## src/hdl/sric_pkg.sv

```systemverilog
// Constants, state encoding and field layout of the supply regulator control core.
// Assumes a single 10 MHz clock and asynchronous active-high reset in the user.
//
// Operation
// Overcurrent past disable time: output off, flag.
// After shutdown, output stays off until re-enabled.
// Host waits two seconds between re-enable attempts.
// Converter clock is sixteen times tone frequency.
// Source select picks internal or external tone.
// Pin plus gate bit give four tone options.
// Stopped external clock parks tone at pin level.
// SDA fall/rise with SCL high: start/stop.
// Seven address bits, direction, then acknowledge.
// Write byte: six data, two select bits.
// Reads alternate register one, two; start with one.
// Start or stop resets transfer state machine.
// Host sends one byte per addressed write.
// Matching address acknowledged low on ninth clock.
// Each received write byte acknowledged low.
// Host releases SDA before acknowledge clock.
// Read: release after byte; host ack continues.
// Attention asserts on new fault or power-on.
// Attention released when read address acknowledged.
// Fault flags latch and raise attention; others not.
// Flags latched until read completes; zero means healthy.
// Ignore bus until logic supply valid; flag undervoltage.
// Select 0 external, 1 internal; gate 1 on.
// Control fields clear to zero at power-up.
// Enable bit switches output; re-enable clears disabled flag.
// Disable timer counts while overcurrent, fires at limit.
package sric_pkg;

  // ===========================================================================
  // Clock and timing.
  localparam int unsigned CLK_HZ        = 10_000_000;
  localparam int unsigned OC_TIME_MS    = 48;
  localparam int unsigned OC_CYCLES_DEF = OC_TIME_MS * (CLK_HZ / 1000);
  localparam int unsigned CONV_HZ       = 352_000;
  localparam int unsigned TONE_RATIO    = 16;
  localparam int unsigned CONV_HALF     = CLK_HZ / (2 * CONV_HZ);
  localparam logic [4:0]  CONV_LAST     = 5'(CONV_HALF - 1);
  localparam logic [2:0]  TONE_HALF_LAST = 3'(TONE_RATIO / 2 - 1);

  // ===========================================================================
  // Synchroniser lanes of the pin inputs.
  localparam int SY_N    = 8;
  localparam int SY_SCL  = 0;
  localparam int SY_SDA  = 1;
  localparam int SY_EXTERNAL_MODULATION_INPUT = 2;
  localparam int SY_OC   = 3;
  localparam int SY_OT   = 4;
  localparam int SY_UV   = 5;
  localparam int SY_PB   = 6;
  localparam int SY_SUP  = 7;

  // ===========================================================================
  // Serial bus address, control register selects and byte layout.
  localparam logic [4:0] ADDR_HI   = 5'h02;
  localparam logic [1:0] REG_CTRL0 = 2'h0;
  localparam logic [1:0] REG_CTRL2 = 2'h2;
  localparam logic [3:0] BITS_BYTE = 4'h8;
  localparam int B_ENB   = 5;
  localparam int B_ODT   = 4;
  localparam int B_TONE_SOURCE_SELECT = 0;
  localparam int B_TONE_GATE_BIT = 1;

  // ===========================================================================
  // AXI4-Lite map and responses.
  localparam int          AXI_AW   = 4;
  localparam logic [3:0]  OFF_VIEW = 4'h0;
  localparam logic [3:0]  OFF_CFG  = 4'h4;
  localparam logic [1:0]  RESP_OK  = 2'h0;
  localparam logic [1:0]  RESP_ERR = 2'h2;

  // Transfer states of the serial slave.
  typedef enum logic [2:0] {
    ST_IDLE, ST_ADDR, ST_ADDR_ACK, ST_WR_DATA, ST_WR_ACK, ST_RD_DATA, ST_RD_ACK, ST_WAIT_STOP
  } sric_i2c_st_t;

endpackage : sric_pkg

```

## src/hdl/sric_top.sv

```systemverilog
// Serial control slave, overcurrent timer, tone generator and fault flags.
// Assumes open-drain wiring outside; every pin input is asynchronous to mclk.
module sric_top import sric_pkg::*; #(
  parameter int unsigned OC_CYCLES = OC_CYCLES_DEF,
  parameter int          OC_W      = 20
) (
  // Clock and reset.
  input  wire logic              mclk,
  input  wire logic              reset,
  // Serial bus pins, SDA open drain.
  input  wire logic              scl_i,
  input  wire logic              sda_i,
  output logic                   sda_o,
  output logic                   sda_oe,
  // Attention request, open drain, active low on the wire.
  output logic                   irq_o,
  output logic                   irq_oe,
  // Analog condition inputs and tone pin.
  input  wire logic              external_modulation_input,
  input  wire logic              overcurrent_cond,
  input  wire logic              overtemp_cond,
  input  wire logic              undervoltage_cond,
  input  wire logic              power_bad_cond,
  input  wire logic              internal_logic_supply_ok,
  // Regulator controls.
  output logic                   antenna_supply_output,
  output logic [3:0]             voltage_select,
  output logic                   converter_clk,
  output logic                   tone_out,
  output logic                   tone_active,
  // AXI4-Lite write channels.
  input  wire logic              s_axi_awvalid,
  output logic                   s_axi_awready,
  input  wire logic [AXI_AW-1:0] s_axi_awaddr,
  input  wire logic              s_axi_wvalid,
  output logic                   s_axi_wready,
  input  wire logic [31:0]       s_axi_wdata,
  input  wire logic [3:0]        s_axi_wstrb,
  output logic                   s_axi_bvalid,
  input  wire logic              s_axi_bready,
  output logic [1:0]             s_axi_bresp,
  // AXI4-Lite read channels.
  input  wire logic              s_axi_arvalid,
  output logic                   s_axi_arready,
  input  wire logic [AXI_AW-1:0] s_axi_araddr,
  output logic                   s_axi_rvalid,
  input  wire logic              s_axi_rready,
  output logic [31:0]            s_axi_rdata,
  output logic [1:0]             s_axi_rresp
);

  // ===========================================================================
  // Parameter checks.
  if (OC_CYCLES < 2 || OC_CYCLES >= (64'd1 << OC_W)) begin : g_bad_oc
    $error("OC_CYCLES does not fit the disable timer width");
  end

  localparam logic [OC_W-1:0] OC_LAST = OC_W'(OC_CYCLES - 1);

  // ===========================================================================
  // State of the block.
  typedef struct packed {
    logic [SY_N-1:0] sy1;
    logic [SY_N-1:0] sy2;
    logic            scl_p;
    logic            sda_p;
    logic            sup_p;
    sric_i2c_st_t    st;
    logic [3:0]      bitc;
    logic [7:0]      sh;
    logic            rw;
    logic            rsel;
    logic            rack;
    logic            rdone;
    logic            sda_oe;
    logic            irq;
    logic [3:0]      vsel;
    logic            overcurrent_disable_timer;
    logic            output_enable_bit;
    logic            tone_source_select;
    logic            tone_gate_bit;
    logic            overtemperature_flag;
    logic            undervoltage_flag;
    logic            overcurrent_flag;
    logic            dis;
    logic            power_not_good_flag;
    logic [OC_W-1:0] occ;
    logic [4:0]      convc;
    logic            conv;
    logic [2:0]      tdiv;
    logic            itone;
    logic            tone_out;
    logic            tone_on;
    logic [1:0]      asel;
    logic            awready;
    logic            bvalid;
    logic [1:0]      bresp;
    logic            arready;
    logic            rvalid;
    logic [31:0]     rdata;
    logic [1:0]      rresp;
  } sric_state_t;

  sric_state_t s_q;
  sric_state_t s_d;

  // Decoded views of the synchronised inputs.
  logic       scl;
  logic       sda;
  logic       scl_rise;
  logic       scl_fall;
  logic       start_det;
  logic       stop_det;
  logic       sup;
  logic       ocond;
  logic [7:0] stat1;
  logic [7:0] stat2;
  logic [7:0] next_byte;
  logic       conv_rise;
  logic       oc_fire;
  logic       clr_flags;
  logic       irq_rel;
  logic       flag_event;

  // Bus conditions are taken from the second synchroniser stage only.
  assign scl       = s_q.sy2[SY_SCL];
  assign sda       = s_q.sy2[SY_SDA];
  assign sup       = s_q.sy2[SY_SUP];
  assign ocond     = s_q.sy2[SY_OC];
  assign scl_rise  = scl & ~s_q.scl_p;
  assign scl_fall  = ~scl & s_q.scl_p;
  assign start_det = scl & s_q.scl_p & s_q.sda_p & ~sda;
  assign stop_det  = scl & s_q.scl_p & ~s_q.sda_p & sda;

  // Status bytes; all zero means the output is on and healthy.
  assign stat1     = {5'h00, s_q.power_not_good_flag, s_q.overcurrent_flag, s_q.dis};
  assign stat2     = {6'h00, s_q.overtemperature_flag, s_q.undervoltage_flag};
  assign next_byte = s_q.rsel ? stat2 : stat1;

  // Converter edge and disable timer expiry.
  assign conv_rise = (s_q.convc == CONV_LAST) & ~s_q.conv;
  assign oc_fire   = s_q.output_enable_bit & ocond & (s_q.occ == OC_LAST);

  // ===========================================================================
  // Next-state logic.
  always_comb begin
    s_d        = s_q;
    clr_flags  = 1'b0;
    irq_rel    = 1'b0;
    flag_event = 1'b0;
    s_d.sy1    = {internal_logic_supply_ok, power_bad_cond, undervoltage_cond, overtemp_cond,
                  overcurrent_cond, external_modulation_input, sda_i, scl_i};
    s_d.sy2    = s_q.sy1;
    s_d.scl_p  = scl;
    s_d.sda_p  = sda;
    s_d.sup_p  = sup;

    // Serial slave; nothing is answered before the logic supply is valid.
    if (!sup) begin
      s_d.st     = ST_IDLE;
      s_d.sda_oe = 1'b0;
    end else if (start_det || stop_det) begin
      s_d.st     = start_det ? ST_ADDR : ST_IDLE;
      s_d.bitc   = 4'h0;
      s_d.sda_oe = 1'b0;
      s_d.rsel   = 1'b0;
      if (s_q.rdone) begin
        clr_flags = 1'b1;
        s_d.rdone = 1'b0;
      end
    end else begin
      case (s_q.st)
        ST_ADDR: begin
          if (scl_rise) begin
            s_d.sh   = {s_q.sh[6:0], sda};
            s_d.bitc = s_q.bitc + 4'h1;
          end else if (scl_fall && s_q.bitc == BITS_BYTE) begin
            if (s_q.sh[7:1] == {ADDR_HI, s_q.asel}) begin
              s_d.st     = ST_ADDR_ACK;
              s_d.sda_oe = 1'b1;
              s_d.rw     = s_q.sh[0];
            end else begin
              s_d.st = ST_WAIT_STOP;
            end
          end
        end
        ST_ADDR_ACK: begin
          if (scl_rise && s_q.rw) begin
            irq_rel  = 1'b1;
            s_d.sh   = stat1;
            s_d.rsel = 1'b1;
          end else if (scl_fall) begin
            s_d.bitc   = 4'h0;
            s_d.st     = s_q.rw ? ST_RD_DATA : ST_WR_DATA;
            s_d.sda_oe = s_q.rw & ~s_q.sh[7];
          end
        end
        ST_WR_DATA: begin
          if (scl_rise) begin
            s_d.sh   = {s_q.sh[6:0], sda};
            s_d.bitc = s_q.bitc + 4'h1;
          end else if (scl_fall && s_q.bitc == BITS_BYTE) begin
            s_d.st     = ST_WR_ACK;
            s_d.sda_oe = 1'b1;
            if (s_q.sh[7:6] == REG_CTRL0) begin
              s_d.vsel = s_q.sh[3:0];
              s_d.overcurrent_disable_timer  = s_q.sh[B_ODT];
              s_d.output_enable_bit  = s_q.sh[B_ENB];
            end else if (s_q.sh[7:6] == REG_CTRL2) begin
              s_d.tone_source_select = s_q.sh[B_TONE_SOURCE_SELECT];
              s_d.tone_gate_bit = s_q.sh[B_TONE_GATE_BIT];
            end
          end
        end
        ST_WR_ACK: begin
          if (scl_fall) begin
            s_d.sda_oe = 1'b0;
            s_d.st     = ST_WAIT_STOP;
          end
        end
        ST_RD_DATA: begin
          if (scl_fall) begin
            s_d.bitc = s_q.bitc + 4'h1;
            if (s_q.bitc == BITS_BYTE - 4'h1) begin
              s_d.sda_oe = 1'b0;
              s_d.st     = ST_RD_ACK;
              s_d.rdone  = 1'b1;
            end else begin
              s_d.sh     = {s_q.sh[6:0], 1'b0};
              s_d.sda_oe = ~s_q.sh[6];
            end
          end
        end
        ST_RD_ACK: begin
          if (scl_rise) begin
            s_d.rack = ~sda;
          end else if (scl_fall) begin
            if (s_q.rack) begin
              s_d.sh     = next_byte;
              s_d.rsel   = ~s_q.rsel;
              s_d.sda_oe = ~next_byte[7];
              s_d.bitc   = 4'h0;
              s_d.st     = ST_RD_DATA;
            end else begin
              s_d.st = ST_WAIT_STOP;
            end
          end
        end
        ST_IDLE, ST_WAIT_STOP: begin
          s_d.sda_oe = 1'b0;
        end
        default: begin
          s_d.st     = ST_IDLE;
          s_d.sda_oe = 1'b0;
        end
      endcase
    end

    // Disable timer; expiry overrides a same-cycle enable write.
    s_d.occ = (s_q.output_enable_bit & ocond) ? s_q.occ + OC_W'(1) : '0;
    if (oc_fire) begin
      s_d.output_enable_bit = 1'b0;
      s_d.occ = '0;
    end
    s_d.dis = ~s_d.output_enable_bit;

    // Fault flags: a new condition wins over a read clear.
    flag_event = oc_fire | (s_q.sy2[SY_OT] & ~s_q.overtemperature_flag) | (s_q.sy2[SY_UV] & ~s_q.undervoltage_flag)
               | (sup & ~s_q.sup_p);
    s_d.overcurrent_flag = (s_q.overcurrent_flag & ~(clr_flags & ~ocond)) | oc_fire;
    s_d.overtemperature_flag = (s_q.overtemperature_flag & ~(clr_flags & ~s_q.sy2[SY_OT])) | s_q.sy2[SY_OT];
    s_d.undervoltage_flag = (s_q.undervoltage_flag & ~(clr_flags & ~s_q.sy2[SY_UV])) | s_q.sy2[SY_UV] | ~sup;
    s_d.power_not_good_flag = s_q.sy2[SY_PB];
    s_d.irq = flag_event | (s_q.irq & ~irq_rel);

    // Converter clock and internal tone from one divider chain.
    s_d.convc = (s_q.convc == CONV_LAST) ? 5'h00 : s_q.convc + 5'h01;
    if (s_q.convc == CONV_LAST) begin
      s_d.conv = ~s_q.conv;
    end
    if (conv_rise) begin
      s_d.tdiv = s_q.tdiv + 3'h1;
      if (s_q.tdiv == TONE_HALF_LAST) begin
        s_d.itone = ~s_q.itone;
      end
    end

    // Tone option from source select, gate bit and the modulation pin.
    if (s_q.tone_source_select) begin
      s_d.tone_on  = s_q.tone_gate_bit;
      s_d.tone_out = s_q.tone_gate_bit & s_q.itone;
    end else if (!s_q.tone_gate_bit) begin
      s_d.tone_on  = s_q.sy2[SY_EXTERNAL_MODULATION_INPUT];
      s_d.tone_out = s_q.sy2[SY_EXTERNAL_MODULATION_INPUT] & s_q.itone;
    end else begin
      s_d.tone_on  = 1'b1;
      s_d.tone_out = s_q.sy2[SY_EXTERNAL_MODULATION_INPUT];
    end

    // AXI4-Lite write: address and data are taken together.
    s_d.awready = s_axi_awvalid & s_axi_wvalid & ~s_q.bvalid & ~s_q.awready;
    if (s_axi_awvalid && s_axi_wvalid && s_q.awready) begin
      s_d.bvalid = 1'b1;
      s_d.bresp  = RESP_OK;
      if (s_axi_awaddr == OFF_CFG) begin
        if (s_axi_wstrb[0]) begin
          s_d.asel = s_axi_wdata[1:0];
        end
      end else if (s_axi_awaddr != OFF_VIEW) begin
        s_d.bresp = RESP_ERR;
      end
    end else if (s_q.bvalid && s_axi_bready) begin
      s_d.bvalid = 1'b0;
    end

    // AXI4-Lite read of the block view and the configuration.
    s_d.arready = s_axi_arvalid & ~s_q.rvalid & ~s_q.arready;
    if (s_axi_arvalid && s_q.arready) begin
      s_d.rvalid = 1'b1;
      s_d.rresp  = RESP_OK;
      case (s_axi_araddr)
        OFF_VIEW: s_d.rdata = {17'h0_0000, s_q.irq, s_q.power_not_good_flag, s_q.dis, s_q.overcurrent_flag, s_q.undervoltage_flag,
                               s_q.overtemperature_flag, s_q.tone_on, s_q.tone_gate_bit, s_q.tone_source_select, s_q.output_enable_bit,
                               s_q.overcurrent_disable_timer, s_q.vsel};
        OFF_CFG:  s_d.rdata = {30'h0000_0000, s_q.asel};
        default: begin
          s_d.rdata = 32'h0000_0000;
          s_d.rresp = RESP_ERR;
        end
      endcase
    end else if (s_q.rvalid && s_axi_rready) begin
      s_d.rvalid = 1'b0;
    end
  end

  // ===========================================================================
  // State register; control fields clear, disabled and undervoltage set.
  always_ff @(posedge mclk or posedge reset) begin
    if (reset) begin
      s_q     <= '0;
      s_q.dis <= 1'b1;
      s_q.undervoltage_flag <= 1'b1;
    end else begin
      s_q <= s_d;
    end
  end

  // ===========================================================================
  // Outputs straight from the state register; sda_o and irq_o are tied low.
  assign sda_o                 = 1'b0;
  assign sda_oe                = s_q.sda_oe;
  assign irq_o                 = 1'b0;
  assign irq_oe                = s_q.irq;
  assign antenna_supply_output = s_q.output_enable_bit;
  assign voltage_select        = s_q.vsel;
  assign converter_clk         = s_q.conv;
  assign tone_out              = s_q.tone_out;
  assign tone_active           = s_q.tone_on;
  assign s_axi_awready         = s_q.awready;
  assign s_axi_wready          = s_q.awready;
  assign s_axi_bvalid          = s_q.bvalid;
  assign s_axi_bresp           = s_q.bresp;
  assign s_axi_arready         = s_q.arready;
  assign s_axi_rvalid          = s_q.rvalid;
  assign s_axi_rdata           = s_q.rdata;
  assign s_axi_rresp           = s_q.rresp;
endmodule : sric_top

```

## config.mk

```make
export PLATFORM = sky130hd
export DESIGN_NAME = sric_top
export DESIGN_NICKNAME = d
export VERILOG_FILES = /design/src/hdl/sric_pkg.sv /design/src/hdl/sric_top.sv
export SDC_FILE = /design/constraint.sdc
export NUM_CORES = 1
export LEC_CHECK = 0
export BUFFER_PORTS_ARGS = -buffer_cell sky130_fd_sc_hd__buf_4
export CORE_UTILIZATION = 25
export DETAILED_ROUTE_END_ITERATION = 8
export GPL_ROUTABILITY_DRIVEN = 1
export GPL_TIMING_DRIVEN = 0
export HOLD_SLACK_MARGIN = 0.1
export PLACE_DENSITY_LB_ADDON = 0.15
export SETUP_SLACK_MARGIN = 0.1
export SLEW_MARGIN = 20
export SYNTH_ARGS = -nofsm -noshare
export SYNTH_HDL_FRONTEND = slang
export SYNTH_SLANG_ARGS = --single-unit
```

## constraint.sdc

```tcl
create_clock -name mclk -period 4.01 [get_ports mclk]
set_input_delay 0.802 -clock mclk [delete_from_list [all_inputs] [get_ports mclk]]
set_output_delay 0.802 -clock mclk [all_outputs]
set_load 0.05 [all_outputs]
```

==> impl_metrics.ini <==
[synth]
syn_area_sq_um = 5020
ys_seq_area_share_pct = 53.9
synthCells = 468
avgSynthCellArea_sq_um = 10.7
synth_top_flop_cell = dfrtp_1
yosysWarningCount = 0
synth_seq_cells = 108
synth-edff-count = 0
synthArstFlopShare_pct = 100
synth_cell_types = 60

[sta]
timing.final.ws_setup_ns = 1.51
max_freq_ghz = 0.400
final.period_utilization_pct = 62.3
slew_headroom_pct = 57.5
setup_viol = 0
final-max-slew-violation-count = 0
final.min_clock_period_ns = 2.50
tightest_slew_ns = 0.632
fin_skew_ns = 0.0110
rsz0062_at_grt = false
finalHoldViolations = 0

[final_layout]
stdcell_area_sq_um = 6180
final_layout_size_suffix_gt1_share_pct = 24.4
antenna_cells = 0
area_delta_synth_final_pct = 23.2
nets = 623
num-fill-cells = 2035
multi_input_area_sq_um = 1960
layout_common_cells = 106 x dfrtp_1, 100 x buf_4, 39 x nor2_1
seq_area_sq_um = 2710
finalNonFillerCells = 826
final_common_cell = dfrtp_1

[clock_network]
clk-insertion-delay-late_ns = 0.35
cts_hold_buffers = 0
postCtsSetupBuffers = 0
cts_resized = 0
cts.sinks = 108
cts-root-buf = clkbuf_16
numCtsBuffers = 9
clk_pin_slew_worst_paths_ns = 0.08
h-tree-depth = 3
cts_tree = yes
cts_buffer_depth = 2

[place]
placed_cells = 811
io_buffers = 57
dp_slack_ns = 1.36
gp_congestion = 0.774
placed_cell_area_sq_um = 5880
dp_hpwl_mm = 7.89

[worst_setup_path]
cp-end-kind = flip-flop
critPathMaxStageDelay_ns = 0.64
cp.buffers_inverters = 2
crit_required_ns = 4.29
cp_cell_sequence = inv_1 > ha_1 > and3b_1 > nand4b_1 > or4_2 > clkbuf_1 > mux2i_1 > or2_2
worstPathArrival_ns = 2.78
cp-start-kind = flip-flop
slowest_stage = or4_2
timing.setup.critical_path_class = reg -> reg
path_max_fanout = 6
cp_top_family = simple AND/OR/NAND/NOR gates

[pwr]
leakage_nw = 2.83
power_mw = 2.40
peakVddDrop_mv = 0.196
p_per_area_nw_per_um2 = 389

[routing]
routed_wl_mm = 10.9
wire_per_inst_microns = 13.2
routed_via_density = 4.28
vias = 3532
dr.first_iter.drc_count = 167
drc = 0
detail-route-antenna-nets = 0
first_pass_iters = 4

[grt]
grt_pass1_vias = 3497
globalRouteOverflowTotal = 0
grt_pass1_wl_mm = 17.9
antenna_found_initial = 0
grtUsageTotal_pct = 11.3
grt_max_degree = 78

[floorplan]
start_util_pct = 25.6
die_h_microns = 144
core_sq_um = 19600
floorplan.rows = 51
dieArea_sq_um = 20600
pin_count = 112
die_w_microns = 144

[outcome]
status = completed

[flow_run]
drv_cap = 0

[worst_hold_path]
hold_path_class = reg -> reg
==> state kept, by name, indices dropped and copies added, names as in the netlist <==
register               flops
s_axi_rvalid               1
s_axi_bresp                1
tone_active                1
s_axi_bvalid               1
voltage_select             4
tone_out                   1
irq_oe                     1
antenna_supply_output      1
sda_oe                     1
ocond                      1
s_q                       64
s_axi_arready              1
s_d                       12
s_axi_rdata               15
converter_clk              1
s_axi_rresp                1
s_axi_awready              1
==> worst paths after layout <==
kind | cells after the start | startpoint | slack [ns] | end
setup / recovery | 8 | s_q[101] | 1.51 | s_q[75]
hold / removal | 0 | s_d[114] | 0.35 | ocond
setup reg to reg | 8 | s_q[101] | 1.51 | s_q[75]
hold reg to reg | 0 | s_d[114] | 0.35 | ocond
max in group asynchronous | 3 | reset | 2.90 | s_q[77]
min in group asynchronous | 2 | reset | 0.42 | s_d[113]
==> worst register-to-register path, delay by kind of cell (launching register included) <==
kind | cells | cell delay, ns
buffers and inverters | 2 | 0.34
multiplexers | 1 | 0.20
AND/OR/NAND/NOR | 4 | 1.32
flip-flops | 1 | 0.41
adder cells (fa/ha/maj) | 1 | 0.15
==> through the flow <==
step                TNS (ns)  utilization (%)  hold WS [ns]
floorplan                  0                -         0.331
global placement     -116.28             29.9         0.332
detailed placement         0             30.0         0.335
CTS                        0             31.6         0.350
global route               0             31.6         0.357
finish                     0             31.6         0.349
==> layer usage <==
metal | vias up | share of wire (%) | global-route usage (%)
li1 | 1732 | - | -
met1 | 1696 | 50 | 15.3
met2 | 92 | 43 | 17.2
met3 | 12 | 4.7 | 2.70
met4 | 0 | 2.0 | 4.87
met5 | - | 0 | 0
==> synth_stat cells (4+ instances only) <==
cell | n | area share (%)
mux2i_1 | 5 | 1.0
inv_1 | 15 | 1.1
ha_1 | 7 | 1.7
nor2_1 | 39 | 2.9
nand3_1 | 18 | 1.8
a21oi_1 | 11 | 1.1
o21ai_0 | 24 | 2.4
nor3_1 | 11 | 1.1
and3_1 | 5 | 0.62
nand4_1 | 4 | 0.50
mux2_2 | 13 | 2.9
buf_4 | 43 | 6.4
nor3b_1 | 5 | 0.75
clkbuf_1 | 13 | 0.97
xnor2_1 | 13 | 2.3
nand2b_1 | 9 | 1.1
xor2_1 | 13 | 2.3
dfrtp_1 | 106 | 53
nand2_1 | 38 | 2.8
a22o_1 | 13 | 2.3
nor2b_1 | 6 | 0.75
nand3b_1 | 5 | 0.75
==> cell families (layout without fill, tap and decap cells) <==
| group | count (synthesis) | after routing | share of synthesized area, % |
|---|---|---|---|
| other cells | 1 | 21 | 0.0748 |
| flops | 108 | 108 | 53.9 |
| simple gates | 160 | 160 | 16.6 |
| compound gates | 76 | 76 | 10.4 |
| xor+xnor | 26 | 26 | 4.54 |
| fa+ha+maj | 7 | 7 | 1.75 |
| buf+inv | 71 | 144 | 8.53 |
| mux | 19 | 19 | 4.14 |
==> cell type report <==
| class | count | share of cell area (%) |
|---|---|---|
| buffer | 56 | 6.01 |
| tap | 265 | 5.36 |
| multi-input combinational | 309 | 31.7 |
| inverter | 15 | 0.992 |
| clock inverter | 4 | 0.911 |
| timing repair buffer | 58 | 7.37 |
| sequential | 108 | 43.8 |
| clock buffer | 11 | 3.93 |
==> where the power goes <==
group | internal [mW] | switching [mW] | total (mW)
registers | 1.13 | 0.0398 | 1.17
clock network | 0.505 | 0.416 | 0.921
logic | 0.110 | 0.201 | 0.311
total | 1.75 | 0.657 | 2.40
No activity file was read; power rests on OpenSTA's default activity.
